### config.mk
export PLATFORM = sky130hd
export DESIGN_NAME = gp_timer
export DESIGN_NICKNAME = d
export VERILOG_FILES = /design/src/rtl/gp_timer_pkg.sv /design/src/rtl/edge_sync.sv /design/src/rtl/prescaler.sv /design/src/rtl/gp_timer.sv
export SDC_FILE = /design/constraint.sdc
export NUM_CORES = 1
export LEC_CHECK = 0
export ABC_AREA = 1
export BUFFER_PORTS_ARGS = -buffer_cell sky130_fd_sc_hd__buf_4
export CAP_MARGIN = 20
export CORE_MARGIN = 3
export CORE_UTILIZATION = 40
export CTS_BUF_LIST = sky130_fd_sc_hd__clkbuf_4 sky130_fd_sc_hd__clkbuf_8
export CTS_CLUSTER_DIAMETER = 150
export DETAILED_ROUTE_END_ITERATION = 16
export PLACE_DENSITY_LB_ADDON = 0.12
export SYNTH_ARGS = -nofsm -noshare
export SYNTH_HDL_FRONTEND = slang
export SYNTH_SLANG_ARGS = --single-unit
### constraint.sdc
create_clock -name core_clk_i -period 5.49 [get_ports core_clk_i]
set_clock_uncertainty 0.15 [all_clocks]
set_input_delay 0 -clock core_clk_i [delete_from_list [all_inputs] [get_ports core_clk_i]]
set_output_delay 0 -clock core_clk_i [all_outputs]
set_load 0.02 [all_outputs]
### src/rtl/gp_timer_pkg.sv
// Package with register map, field positions and constants for the general timer
package gp_timer_pkg;

    // ------------------------------------------------------------------
    // Register map (byte offsets of 16-bit registers, even addresses only)
    // ------------------------------------------------------------------
    localparam logic [3:0] COUNT_REG_ADDR   = 4'h0;
    localparam logic [3:0] PERIOD_REG_ADDR  = 4'h2;
    localparam logic [3:0] CONTROL_REG_ADDR = 4'h4;
    localparam logic [3:0] IRQ_REG_ADDR     = 4'h6;
    localparam logic [3:0] OSC_REG_ADDR     = 4'h8;

    // ------------------------------------------------------------------
    // Field positions
    // ------------------------------------------------------------------
    localparam int CTL_TIMER_ON_BIT    = 15;
    localparam int CTL_STOP_IDLE_BIT   = 13;
    localparam int CTL_GATE_BIT        = 6;
    localparam int CTL_PRESCALE_HI_BIT = 5;
    localparam int CTL_PRESCALE_LO_BIT = 4;
    localparam int CTL_SYNC_BIT        = 2;
    localparam int CTL_SOURCE_BIT      = 1;
    localparam int IRQ_FLAG_BIT        = 0;
    localparam int IRQ_ENABLE_BIT      = 1;
    localparam int OSC_LP_ENABLE_BIT   = 1;

    // ------------------------------------------------------------------
    // Reset values and masks
    // ------------------------------------------------------------------
    localparam logic [15:0] COUNT_RESET   = 16'h0000;
    localparam logic [15:0] PERIOD_RESET  = 16'hFFFF;
    localparam logic [15:0] CONTROL_RESET = 16'h0000;
    localparam logic [15:0] CONTROL_MASK  = 16'hA076;
    localparam logic [15:0] OSC_MASK      = 16'h0002;

    // ------------------------------------------------------------------
    // Prescaler terminal counts (divide minus one)
    // ------------------------------------------------------------------
    localparam logic [7:0] PRESCALE_DIV1_TC   = 8'h00;
    localparam logic [7:0] PRESCALE_DIV8_TC   = 8'h07;
    localparam logic [7:0] PRESCALE_DIV64_TC  = 8'h3F;
    localparam logic [7:0] PRESCALE_DIV256_TC = 8'hFF;

    typedef struct packed {
        logic       timer_on;
        logic       stop_in_idle;
        logic       gate_accumulate_enable;
        logic [1:0] prescale_select;
        logic       external_sync_select;
        logic       clock_source_select;
    } timer_control_t;

    typedef enum logic [2:0] {
        MODE_OFF  = 3'b001,
        MODE_RUN  = 3'b010,
        MODE_HALT = 3'b100
    } run_state_t;

endpackage

### src/rtl/edge_sync.sv
// Two-stage synchroniser with rising and falling edge detect
`timescale 1ns/1ps
module edge_sync
(
    input  wire logic core_clk_i,
    input  wire logic reset_i,
    input  wire logic async_i,
    output logic      level_o,
    output logic      rise_o,
    output logic      fall_o
);
    logic meta_q;
    logic sync_q;
    logic last_q;

    // ------------------------------------------------------------------
    // Synchroniser
    // ------------------------------------------------------------------
    always_ff @(posedge core_clk_i or posedge reset_i)
    begin
        if (reset_i)
        begin
            meta_q <= 1'b0;
            sync_q <= 1'b0;
            last_q <= 1'b0;
        end
        else
        begin
            meta_q <= async_i;
            sync_q <= meta_q;
            last_q <= sync_q;
        end
    end

    assign level_o = sync_q;
    assign rise_o  = sync_q & ~last_q;
    assign fall_o  = ~sync_q & last_q;
endmodule // edge_sync

### src/rtl/prescaler.sv
// Prescale divider producing one tick per selected number of input ticks
`timescale 1ns/1ps
module prescaler
    import gp_timer_pkg::*;
(
    input  wire logic       core_clk_i,
    input  wire logic       reset_i,
    input  wire logic       enable_i,
    input  wire logic       clear_i,
    input  wire logic       tick_i,
    input  wire logic [1:0] select_i,
    output logic            tick_o
);
    logic [7:0] count_q;
    logic [7:0] terminal;

    always_comb
    begin
        case (select_i)
            2'b00:   terminal = PRESCALE_DIV1_TC;
            2'b01:   terminal = PRESCALE_DIV8_TC;
            2'b10:   terminal = PRESCALE_DIV64_TC;
            default: terminal = PRESCALE_DIV256_TC;
        endcase
    end

    assign tick_o = enable_i & tick_i & (count_q == terminal);

    // ------------------------------------------------------------------
    // Divider counter
    // ------------------------------------------------------------------
    always_ff @(posedge core_clk_i or posedge reset_i)
    begin
        if (reset_i)
        begin
            count_q <= 8'h00;
        end
        else if (!enable_i)
        begin
            count_q <= count_q;
        end
        else if (clear_i)
        begin
            count_q <= 8'h00;
        end
        else if (tick_i)
        begin
            count_q <= (count_q == terminal) ? 8'h00 : 8'(count_q + 8'h01);
        end
    end
endmodule // prescaler

### src/rtl/gp_timer.sv
// General 16-bit timer/counter with gated and real-time-clock modes
//
// Function
// - Internal mode counts cycles, wraps on period
// - Idle stops timer when stop bit set
// - Sync counter counts synchronised external edges
// - Async counter counts edges, halts idle only when stop bit set
// - Gated mode counts cycles while gate high
// - Prescale divides by 1, 8, 64, 256
// - Count or control write clears prescaler while timer on
// - Prescaler frozen while timer off
// - Control write leaves count unchanged
// - Sleep counting only async external source
// - Period match sets flag, requests interrupt
// - Gate falling edge sets flag
// - External low-power oscillator edges counted
// - Oscillator enable blocks normal modes, enables wake on match
// - Clock keeps running through sleep
//
// Design decisions made here: the placing of the registers and the plain strobed port.
`timescale 1ns/1ps
module gp_timer
    import gp_timer_pkg::*;
(
    input  wire logic        core_clk_i,
    input  wire logic        reset_i,
    input  wire logic [3:0]  addr_i,
    input  wire logic [15:0] wdata_i,
    input  wire logic        write_i,
    input  wire logic        read_i,
    output logic      [15:0] rdata_o,
    input  wire logic        instr_tick_i,
    input  wire logic        external_clock_gate_pin_i,
    input  wire logic        lp_osc_clk_i,
    input  wire logic        cpu_idle_i,
    input  wire logic        cpu_sleep_i,
    output logic             irq_o,
    output logic             wake_o,
    output logic             match_o
);
    import gp_timer_pkg::*;

    // ------------------------------------------------------------------
    // Registers
    // ------------------------------------------------------------------
    timer_control_t ctl_q;
    logic [15:0]    count_q;
    logic [15:0]    period_register_q;
    logic           timer_irq_flag_q;
    logic           timer_irq_enable_q;
    logic           low_power_osc_enable_q;
    logic [15:0]    rdata_q;
    logic           wake_q;
    logic           match_q;
    run_state_t     state_q;
    run_state_t     state_d;

    logic ext_level;
    logic ext_rise;
    logic ext_fall;
    logic lp_rise;
    logic ext_async_q;
    logic ext_async_rise;
    logic lp_last_q;
    logic raw_tick;
    logic pre_tick;
    logic count_en;
    logic match;
    logic gate_fall_event;
    logic wr_count;
    logic wr_control;
    logic wr_irq;
    logic prescale_clear;

    assign wr_count   = write_i & (addr_i == COUNT_REG_ADDR);
    assign wr_control = write_i & (addr_i == CONTROL_REG_ADDR);
    assign wr_irq     = write_i & (addr_i == IRQ_REG_ADDR);

    // ------------------------------------------------------------------
    // External input conditioning
    // ------------------------------------------------------------------
    edge_sync i_edge_sync
    (
        .core_clk_i (core_clk_i),
        .reset_i    (reset_i),
        .async_i    (external_clock_gate_pin_i),
        .level_o    (ext_level),
        .rise_o     (ext_rise),
        .fall_o     (ext_fall)
    );

    // Unsynchronised path: single sample, no phase alignment
    always_ff @(posedge core_clk_i or posedge reset_i)
    begin
        if (reset_i)
        begin
            ext_async_q <= 1'b0;
            lp_last_q   <= 1'b0;
        end
        else
        begin
            ext_async_q <= external_clock_gate_pin_i;
            lp_last_q   <= lp_osc_clk_i;
        end
    end

    assign ext_async_rise = external_clock_gate_pin_i & ~ext_async_q;
    assign lp_rise        = lp_osc_clk_i & ~lp_last_q;

    // ------------------------------------------------------------------
    // Run state
    // ------------------------------------------------------------------
    always_comb
    begin
        case (state_q)
            MODE_OFF:  state_d = ctl_q.timer_on ? MODE_RUN : MODE_OFF;
            MODE_RUN,
            MODE_HALT:
            begin
                if (!ctl_q.timer_on)
                    state_d = MODE_OFF;
                else if (cpu_sleep_i && !(ctl_q.clock_source_select
                                          && !ctl_q.external_sync_select))
                    state_d = MODE_HALT;
                else if (cpu_idle_i && ctl_q.stop_in_idle)
                    state_d = MODE_HALT;
                else
                    state_d = MODE_RUN;
            end
            default:   state_d = MODE_OFF;
        endcase
    end

    always_ff @(posedge core_clk_i or posedge reset_i)
    begin
        if (reset_i)
        begin
            state_q <= MODE_OFF;
        end
        else
        begin
            state_q <= state_d;
        end
    end

    // ------------------------------------------------------------------
    // Tick source selection
    // ------------------------------------------------------------------
    always_comb
    begin
        raw_tick = 1'b0;
        if (low_power_osc_enable_q)
        begin
            raw_tick = ctl_q.clock_source_select & lp_rise;
        end
        else if (!ctl_q.clock_source_select)
        begin
            if (ctl_q.gate_accumulate_enable)
                raw_tick = instr_tick_i & ext_level;
            else
                raw_tick = instr_tick_i;
        end
        else if (ctl_q.external_sync_select)
        begin
            raw_tick = ext_rise;
        end
        else
        begin
            raw_tick = ext_async_rise;
        end
    end

    // Sleep and idle gate the tick, not the prescaler, to keep it coherent
    assign count_en = (state_q == MODE_RUN);

    assign prescale_clear = wr_count | wr_control;

    prescaler i_prescaler
    (
        .core_clk_i (core_clk_i),
        .reset_i    (reset_i),
        .enable_i   (ctl_q.timer_on),
        .clear_i    (prescale_clear),
        .tick_i     (raw_tick & count_en),
        .select_i   (ctl_q.prescale_select),
        .tick_o     (pre_tick)
    );

    // ------------------------------------------------------------------
    // Counter
    // ------------------------------------------------------------------
    assign match = pre_tick & (count_q == period_register_q);

    always_ff @(posedge core_clk_i or posedge reset_i)
    begin
        if (reset_i)
        begin
            count_q <= COUNT_RESET;
        end
        else if (wr_count)
        begin
            count_q <= wdata_i;
        end
        // wrap to zero on period match
        else if (match)
        begin
            count_q <= COUNT_RESET;
        end
        // Plain increment; wrap handled above
        else if (pre_tick)
        begin
            count_q <= 16'(count_q + 16'h0001);
        end
    end

    // ------------------------------------------------------------------
    // Configuration registers
    // ------------------------------------------------------------------
    always_ff @(posedge core_clk_i or posedge reset_i)
    begin
        if (reset_i)
        begin
            ctl_q                  <= timer_control_t'(7'h00);
            period_register_q      <= PERIOD_RESET;
            timer_irq_enable_q     <= 1'b0;
            low_power_osc_enable_q <= 1'b0;
        end
        else if (write_i)
        begin
            case (addr_i)
                PERIOD_REG_ADDR:  period_register_q <= wdata_i;
                CONTROL_REG_ADDR:
                begin
                    ctl_q.timer_on               <= wdata_i[CTL_TIMER_ON_BIT];
                    ctl_q.stop_in_idle           <= wdata_i[CTL_STOP_IDLE_BIT];
                    ctl_q.gate_accumulate_enable <= wdata_i[CTL_GATE_BIT];
                    ctl_q.prescale_select        <=
                        wdata_i[CTL_PRESCALE_HI_BIT:CTL_PRESCALE_LO_BIT];
                    ctl_q.external_sync_select   <= wdata_i[CTL_SYNC_BIT];
                    ctl_q.clock_source_select    <= wdata_i[CTL_SOURCE_BIT];
                end
                IRQ_REG_ADDR:     timer_irq_enable_q <= wdata_i[IRQ_ENABLE_BIT];
                OSC_REG_ADDR:     low_power_osc_enable_q <= wdata_i[OSC_LP_ENABLE_BIT];
                default:          ;
            endcase
        end
    end

    // ------------------------------------------------------------------
    // Interrupt flag and events
    // ------------------------------------------------------------------
    // gate falling edge ends accumulation
    assign gate_fall_event = ctl_q.timer_on & ctl_q.gate_accumulate_enable
                           & ~ctl_q.clock_source_select & ext_fall;

    always_ff @(posedge core_clk_i or posedge reset_i)
    begin
        if (reset_i)
        begin
            timer_irq_flag_q <= 1'b0;
        end
        // match sets flag, set beats clear
        else if (match || gate_fall_event)
        begin
            timer_irq_flag_q <= 1'b1;
        end
        else if (wr_irq)
        begin
            timer_irq_flag_q <= wdata_i[IRQ_FLAG_BIT];
        end
    end

    always_ff @(posedge core_clk_i or posedge reset_i)
    begin
        if (reset_i)
        begin
            wake_q  <= 1'b0;
            match_q <= 1'b0;
        end
        else
        begin
            wake_q  <= low_power_osc_enable_q & match;
            match_q <= match;
        end
    end

    assign irq_o   = timer_irq_flag_q & timer_irq_enable_q;
    assign wake_o  = wake_q;
    assign match_o = match_q;

    // ------------------------------------------------------------------
    // Read port
    // ------------------------------------------------------------------
    always_ff @(posedge core_clk_i or posedge reset_i)
    begin
        if (reset_i)
        begin
            rdata_q <= 16'h0000;
        end
        else if (read_i)
        begin
            case (addr_i)
                COUNT_REG_ADDR:   rdata_q <= count_q;
                PERIOD_REG_ADDR:  rdata_q <= period_register_q;
                CONTROL_REG_ADDR:
                begin
                    rdata_q <= 16'h0000;
                    rdata_q[CTL_TIMER_ON_BIT]  <= ctl_q.timer_on;
                    rdata_q[CTL_STOP_IDLE_BIT] <= ctl_q.stop_in_idle;
                    rdata_q[CTL_GATE_BIT]      <= ctl_q.gate_accumulate_enable;
                    rdata_q[CTL_PRESCALE_HI_BIT:CTL_PRESCALE_LO_BIT]
                                               <= ctl_q.prescale_select;
                    rdata_q[CTL_SYNC_BIT]      <= ctl_q.external_sync_select;
                    rdata_q[CTL_SOURCE_BIT]    <= ctl_q.clock_source_select;
                end
                IRQ_REG_ADDR:
                    rdata_q <= {14'h0000, timer_irq_enable_q, timer_irq_flag_q};
                OSC_REG_ADDR:
                    rdata_q <= {14'h0000, low_power_osc_enable_q, 1'b0};
                default:          rdata_q <= 16'h0000;
            endcase
        end
        // Bus reads zero between reads
        else
        begin
            rdata_q <= 16'h0000;
        end
    end

    assign rdata_o = rdata_q;
endmodule // gp_timer

Yosys cells after proc, flatten, opt, wreduce, memory -nomap -nowiden
Cells that the tools add are included.

Word-level logic and storage cells: 94. Output and inout port bits: 19. Bits of input ports: 29. Register bits: 75.

Add/sub/neg operators: 2. Reduce and logical (&&, ||, !) cells: 17. Multiplexer cells: 20. Bitwise operators: 24. Equal/unequal tests: 11.

Operators by type and width (count): one-hot mux 16 bit (5 select lines) (1); 2-to-1 mux 16 bit (4); 2-to-1 mux 8 bit (3); one-hot mux 8 bit (3 select lines) (1); bitwise AND 1 bit (18); adder 16 x 1 -> 16 bit, second input constant (1); == test 16 bit (1); AND reduction 2 bit (5); 2-to-1 mux 3 bit (3); adder 8 x 1 -> 8 bit, second input constant (1); == test 4 x 3 -> 1 bit, second input constant (2); == test 8 bit (1); 2-to-1 mux 1 bit (6); one-hot mux 3 bit (2 select lines) (1); NOT 1 bit (5); == test 4 x 2 -> 1 bit, second input constant (1); == test 4 bit, second input constant (1); zero test 4 bit (1); nonzero test 2 bit (2); == test 3 x 1 -> 1 bit, second input constant (1); == test 3 x 2 -> 1 bit, second input constant (1); == test 3 bit, second input constant (1); logical AND 1 bit (3); nonzero test 3 bit (1); 8 further kinds (9).

Depth between registers and ports, before layout
Depth in word-level cells: 11. Depth in mapped cells: 11. Depth with buffers taken out: 11.

Cells and area by module
Synthesis repeated with hierarchy kept, for this count alone.

Cell total of the unflattened synthesis: 599. Area total of the unflattened synthesis: 4286.6 µm².

Modules (own cells, without submodules): gp_timer (area each 3619.7 µm², cells each 506, times used 1, seq. area each 1647.8 µm²); prescaler (area each 573.0 µm², cells each 85, times used 1, seq. area each 200.2 µm²); edge_sync (area each 93.8 µm², cells each 8, times used 1, seq. area each 75.1 µm²).

Least setup slack after synthesis
OpenSTA, ideal clock, no wires.

Path type: reg2reg. From: register count_q[0]. To: register count_q[14]. Required time: 5.215 ns. Stages on the path, launching flop included: 9. Arrival time: 1.442 ns. Library setup time: 0.125 ns. Path slack: 3.773 ns. Buffers on the path: 0. Clock period less this slack: 1.717 ns. Cells stage by stage: dfrtp_1 -> ha_1 -> nand2_1 -> nor2_1 -> nand3_1 -> o21ai_0 -> nand2_1 -> nand4_1 -> nand3_1.

Word-level cells in the longest chain between the ends: 4. Elaborated cells on any way between the ends: 7. Those cells by class: add/sub (1); eq/ne (1); mux (3); bitwise (1); reduce/logical (1).

Ends and longest elaborated chain: start, declared (line gp_timer.sv:47) `logic [15:0] count_q;`; start signal, assigned (line gp_timer.sv:202) `count_q <= wdata_i;`; start signal, assigned (line gp_timer.sv:212) `count_q <= 16'(count_q + 16'h0001);`; adder 16 x 1 -> 16 bit or == test 16 bit (tied branches) (line gp_timer.sv:212, gp_timer.sv:192); 2-to-1 mux 16 bit or bitwise AND 1 bit (tied branches) (line gp_timer.sv:210, gp_timer.sv:192); 2-to-1 mux 16 bit (line gp_timer.sv:205) `else if (match)`; 2-to-1 mux 16 bit (line gp_timer.sv:200) `else if (wr_count)`.

Parallel ways exist; a longest one is shown, timed or not. The select of a mux whose other input is x is not followed. A chain may end at the register's enable or synchronous reset.

Worst setup path in the final report
From: input port addr_i[0]. To: register period_register_q[3].

Word-level cells in the longest chain between the ends: 2.

Ends and longest elaborated chain: start, declared (line gp_timer.sv:27) `input wire logic [3:0] addr_i,`; == test 4 x 2 -> 1 bit (line gp_timer.sv:230) `case (addr_i)`; AND reduction 2 bit (no source line); end signal, assigned (line gp_timer.sv:231) `PERIOD_REG_ADDR: period_register_q <= wdata_i;`; end, declared (line gp_timer.sv:48) `logic [15:0] period_register_q;`.

No other way between the ends.

==> results by group <==
Run status
  • Status: complete, no violations

Synthesis
  • Synth Flop Type: dfrtp_1
  • Cells after Synth: 578
  • Yosys top cell by area: dfrtp_1
  • Synth warnings: 0
  • Synth cell types: 39
  • Synth area leaders: dfrtp_1 34%, nand2_1 15%, dfstp_2 10%, inv_1 7.0%, nand3_1 5.8%
  • Top cell type's share of synthesized area: 33.53%
  • Mean Syn Cell Area: about 7.5 µm²
  • Post-Syn Nets: 609
  • Yosys reg bits: between 70 and 80
  • Post-synth EDFFs: 0
  • Synth async-reset ratio: 100.0%
  • Cell Area, Synth: 0.004329 mm²
  • Sequential area share after synthesis: 43.84%

Min path
  • Worst hold path type: input pin to flip-flop

STA
  • Post-route setup TNS: 0 ns
  • Worst-Margin Slew: between 0.9 and 1 ns
  • Slew HR: between 30% and 40%
  • Setup violators final: 0
  • RSZ-0062 raised after global routing: false
  • Tcrit/Tclk final: 41.33%
  • Final hold viol count: 0
  • Minimum clock period after layout: 2.269 ns
  • Fmax: 0.4408 GHz
  • Fin. max-slew vios: 0

Floorplan
  • IO Count: 48
  • Initial Utilization: 41.56%
  • Die X: 110.0 µm
  • DIE AREA: 0.01211 mm²
  • Floorplan Core Area: 0.01042 mm²
  • Rows: 37
  • DIE HEIGHT: 110.0 µm

CTS
  • CTS tree: done
  • H-tree depth: 3
  • Post_cts resized: 0
  • CTS Root Cell: clkbuf_8
  • Maximum buffer depth of the clock tree: 2
  • Worst skew pair latency: 0.36 ns
  • Num CTS Buffers: 9
  • Clock Sinks: 75
  • Clk pin slew, worst setup/hold paths: 0.08 ns

Layout
  • Final core occ: 50.99%
  • Area grow syn2layout: 22.69%
  • # diodes: 0
  • Layout cell share with drive strength beyond 1: 18.75%
  • Commonest non-fill, non-tap cell in the layout: nand2_1
  • Filler Cells Inserted: 1019
  • Layout net count: 682
  • Commonest cells after routing, fill and taps aside: 171 x nand2_1, 80 x inv_1, 58 x dfrtp_1

GRT
  • Number of global-route vias before repair: 3823
  • Initial antenna violation count: 0
  • M3 GR Usage: 2.388%
  • Largest net degree at the start of global routing: 76
  • GRT met1 Usage: 27.82%
  • Global route hottest layer: met2
  • Met2 Use GR: between 30 and 40%
  • First-pass GRT wire length: 18470 µm
  • All-Layer GR Usage: 19.92%
  • Grt total ovfl: 0

Job
  • Max cap viols: 0

Worst setup path
  • Critical Path Start Type: input pin
  • CP endpoint: period_register_q[3]$_DFFE_PP1P_
  • Cell count of the worst reg-to-reg path: 8
  • Flop2flop setup slack: 3.42 ns
  • Crit path capture type: flip-flop
  • Kind of critical path: input pin to flip-flop
  • CP required: 5.62 ns
  • Reg-to-reg endpoint: count_q[14]$_DFFE_PP0P_
  • Setup crit start: addr_i[0]
  • Crit path DAT: 2.40 ns
  • Reg2reg start: count_q[0]$_DFFE_PP0P_
  • Crit Path Max Fanout: 29

Routing
  • Vias post-DR: 3945
  • Routed length per instance: 14.11 µm
  • Antenna Nets Post-Route: 0
  • TritonRoute pass-1 iters: 5
  • Initial DRC Count: 251
  • DR DRC count: 0
  • Routed WL: 11170 µm
  • Vias per cell: 4.981

Power
  • Lkg Pwr: 0.002718 µW
  • Peak supply drop: 0.0001453 V
  • Cell Pwr Density: between 300 and 400 mW/mm²

Place
  • DP Wirelength: about 8000 µm
  • I/O Buffers: 47
  • Routability cong.: ~0.87
==> final cells by class <==
class                           count  area [µm²]  area share (%)
Multi-Input combinational cell    400        2011           37.86
Sequential cell                    75        1898           35.74
Clock buffer                       11       145.1           2.733
Timing Repair Buffer               77       650.6           12.25
Tap cell                          136       170.2           3.204
Clock inverter                      5       100.1           1.885
Inverter                           88       336.6           6.337
==> flip-flops by register name (all words and copies together), names as in the netlist, 3 cells and up <==
register and cells:
i_prescaler.count_q 8, state_q 3, rdata_o 16, count_q 16
period_register_q 16, ctl_q 7
==> metrics by stage <==
| step | instance area [µm²] | hold WS (ns) | power [µW] | setup slack, ns | std cells |
|---|---|---|---|---|---|
| global route | 5311 | 0.1524 | 1875 | 3.039 | 792 |
| detailed placement | 4776 | -0.02534 | 1217 | 3.416 | 747 |
| CTS | 5311 | 0.1280 | 1774 | 3.251 | 792 |
| global placement | 4776 | -0.02811 | 1205 | 3.468 | 747 |
| floorplan | 4329 | -0.1186 | 1088 | 3.458 | 578 |
| finish | 5311 | 0.1535 | 1758 | 3.221 | 792 |
==> critical path: stages <==
cell and delay [ns]:
dlygate4sd3_1 0.54, buf_4 0.14, nor2_2 0.18, nand2_2 0.16, inv_2 0.25, nand2_1 0.62
mux2_2 0.50
==> cells in the mapped netlist, types with 3 or more instances <==
library cell	instances
dfstp_2	17
o21ai_0	22
nand3_2	3
xor2_1	10
nand2_1	171
o221ai_1	6
nand4_1	23
nand2_4	6
nand2_2	6
buf_2	10
nor2_4	6
a21oi_1	16
nor2_1	50
inv_1	81
dfrtp_1	58
nand3_1	50
inv_2	4
nor3_1	5
mux2_2	3
o21ai_2	3
==> layer usage <==
layer | share of wire [%] | up-vias
li1 | - | 1988
met1 | 47 | 1824
met2 | 46 | 116
met3 | 5.0 | 17
met4 | 2.1 | 0
met5 | 0 | -
==> power breakdown <==
group / internal [µW] / total, µW / leakage (µW) / switching, µW
clock network: 318 / 531 / 0.000127 / 213
registers: 667 / 783 / 0.000937 / 117
logic: 178 / 444 / 0.00165 / 266
==> how the worst min path moves through the flow <==
stage	startpoint	depth (start not counted)	to	slack [ns]
2_1_floorplan	external_clock_gate_pin_i	0	i_edge_sync.meta_q$_DFF_PP0_	-0.12
3_3_place_gp	external_clock_gate_pin_i	1	i_edge_sync.meta_q$_DFF_PP0_	-0.03
3_5_place_dp	external_clock_gate_pin_i	1	i_edge_sync.meta_q$_DFF_PP0_	-0.03
4_1_cts	lp_osc_clk_i	2	lp_last_q$_DFF_PP0_	0.13
5_1_grt	lp_osc_clk_i	2	lp_last_q$_DFF_PP0_	0.15
6_report	external_clock_gate_pin_i	2	i_edge_sync.meta_q$_DFF_PP0_	0.15
==> cell families after synthesis <==
| family | count (synthesis) | synth area share, % |
|---|---|---|
| adder cells (fa/ha/maj) | 2 | 0.5779 |
| flip-flops | 75 | 43.84 |
| buffers and inverters | 103 | 9.711 |
| AO/OA/AOI/OAI | 58 | 8.411 |
| AND/OR/NAND/NOR | 327 | 34.65 |
| multiplexers | 3 | 0.7803 |
| XOR/XNOR | 10 | 2.023 |
==> repair_timing <==
item / 4_1_cts / 5_1_grt
buffers inserted: 0 / 0
hold buffers: 29 / 0
endpoints found under the hold margin: 120 / 0
Note: power is estimated with default switching activity, not from simulation.
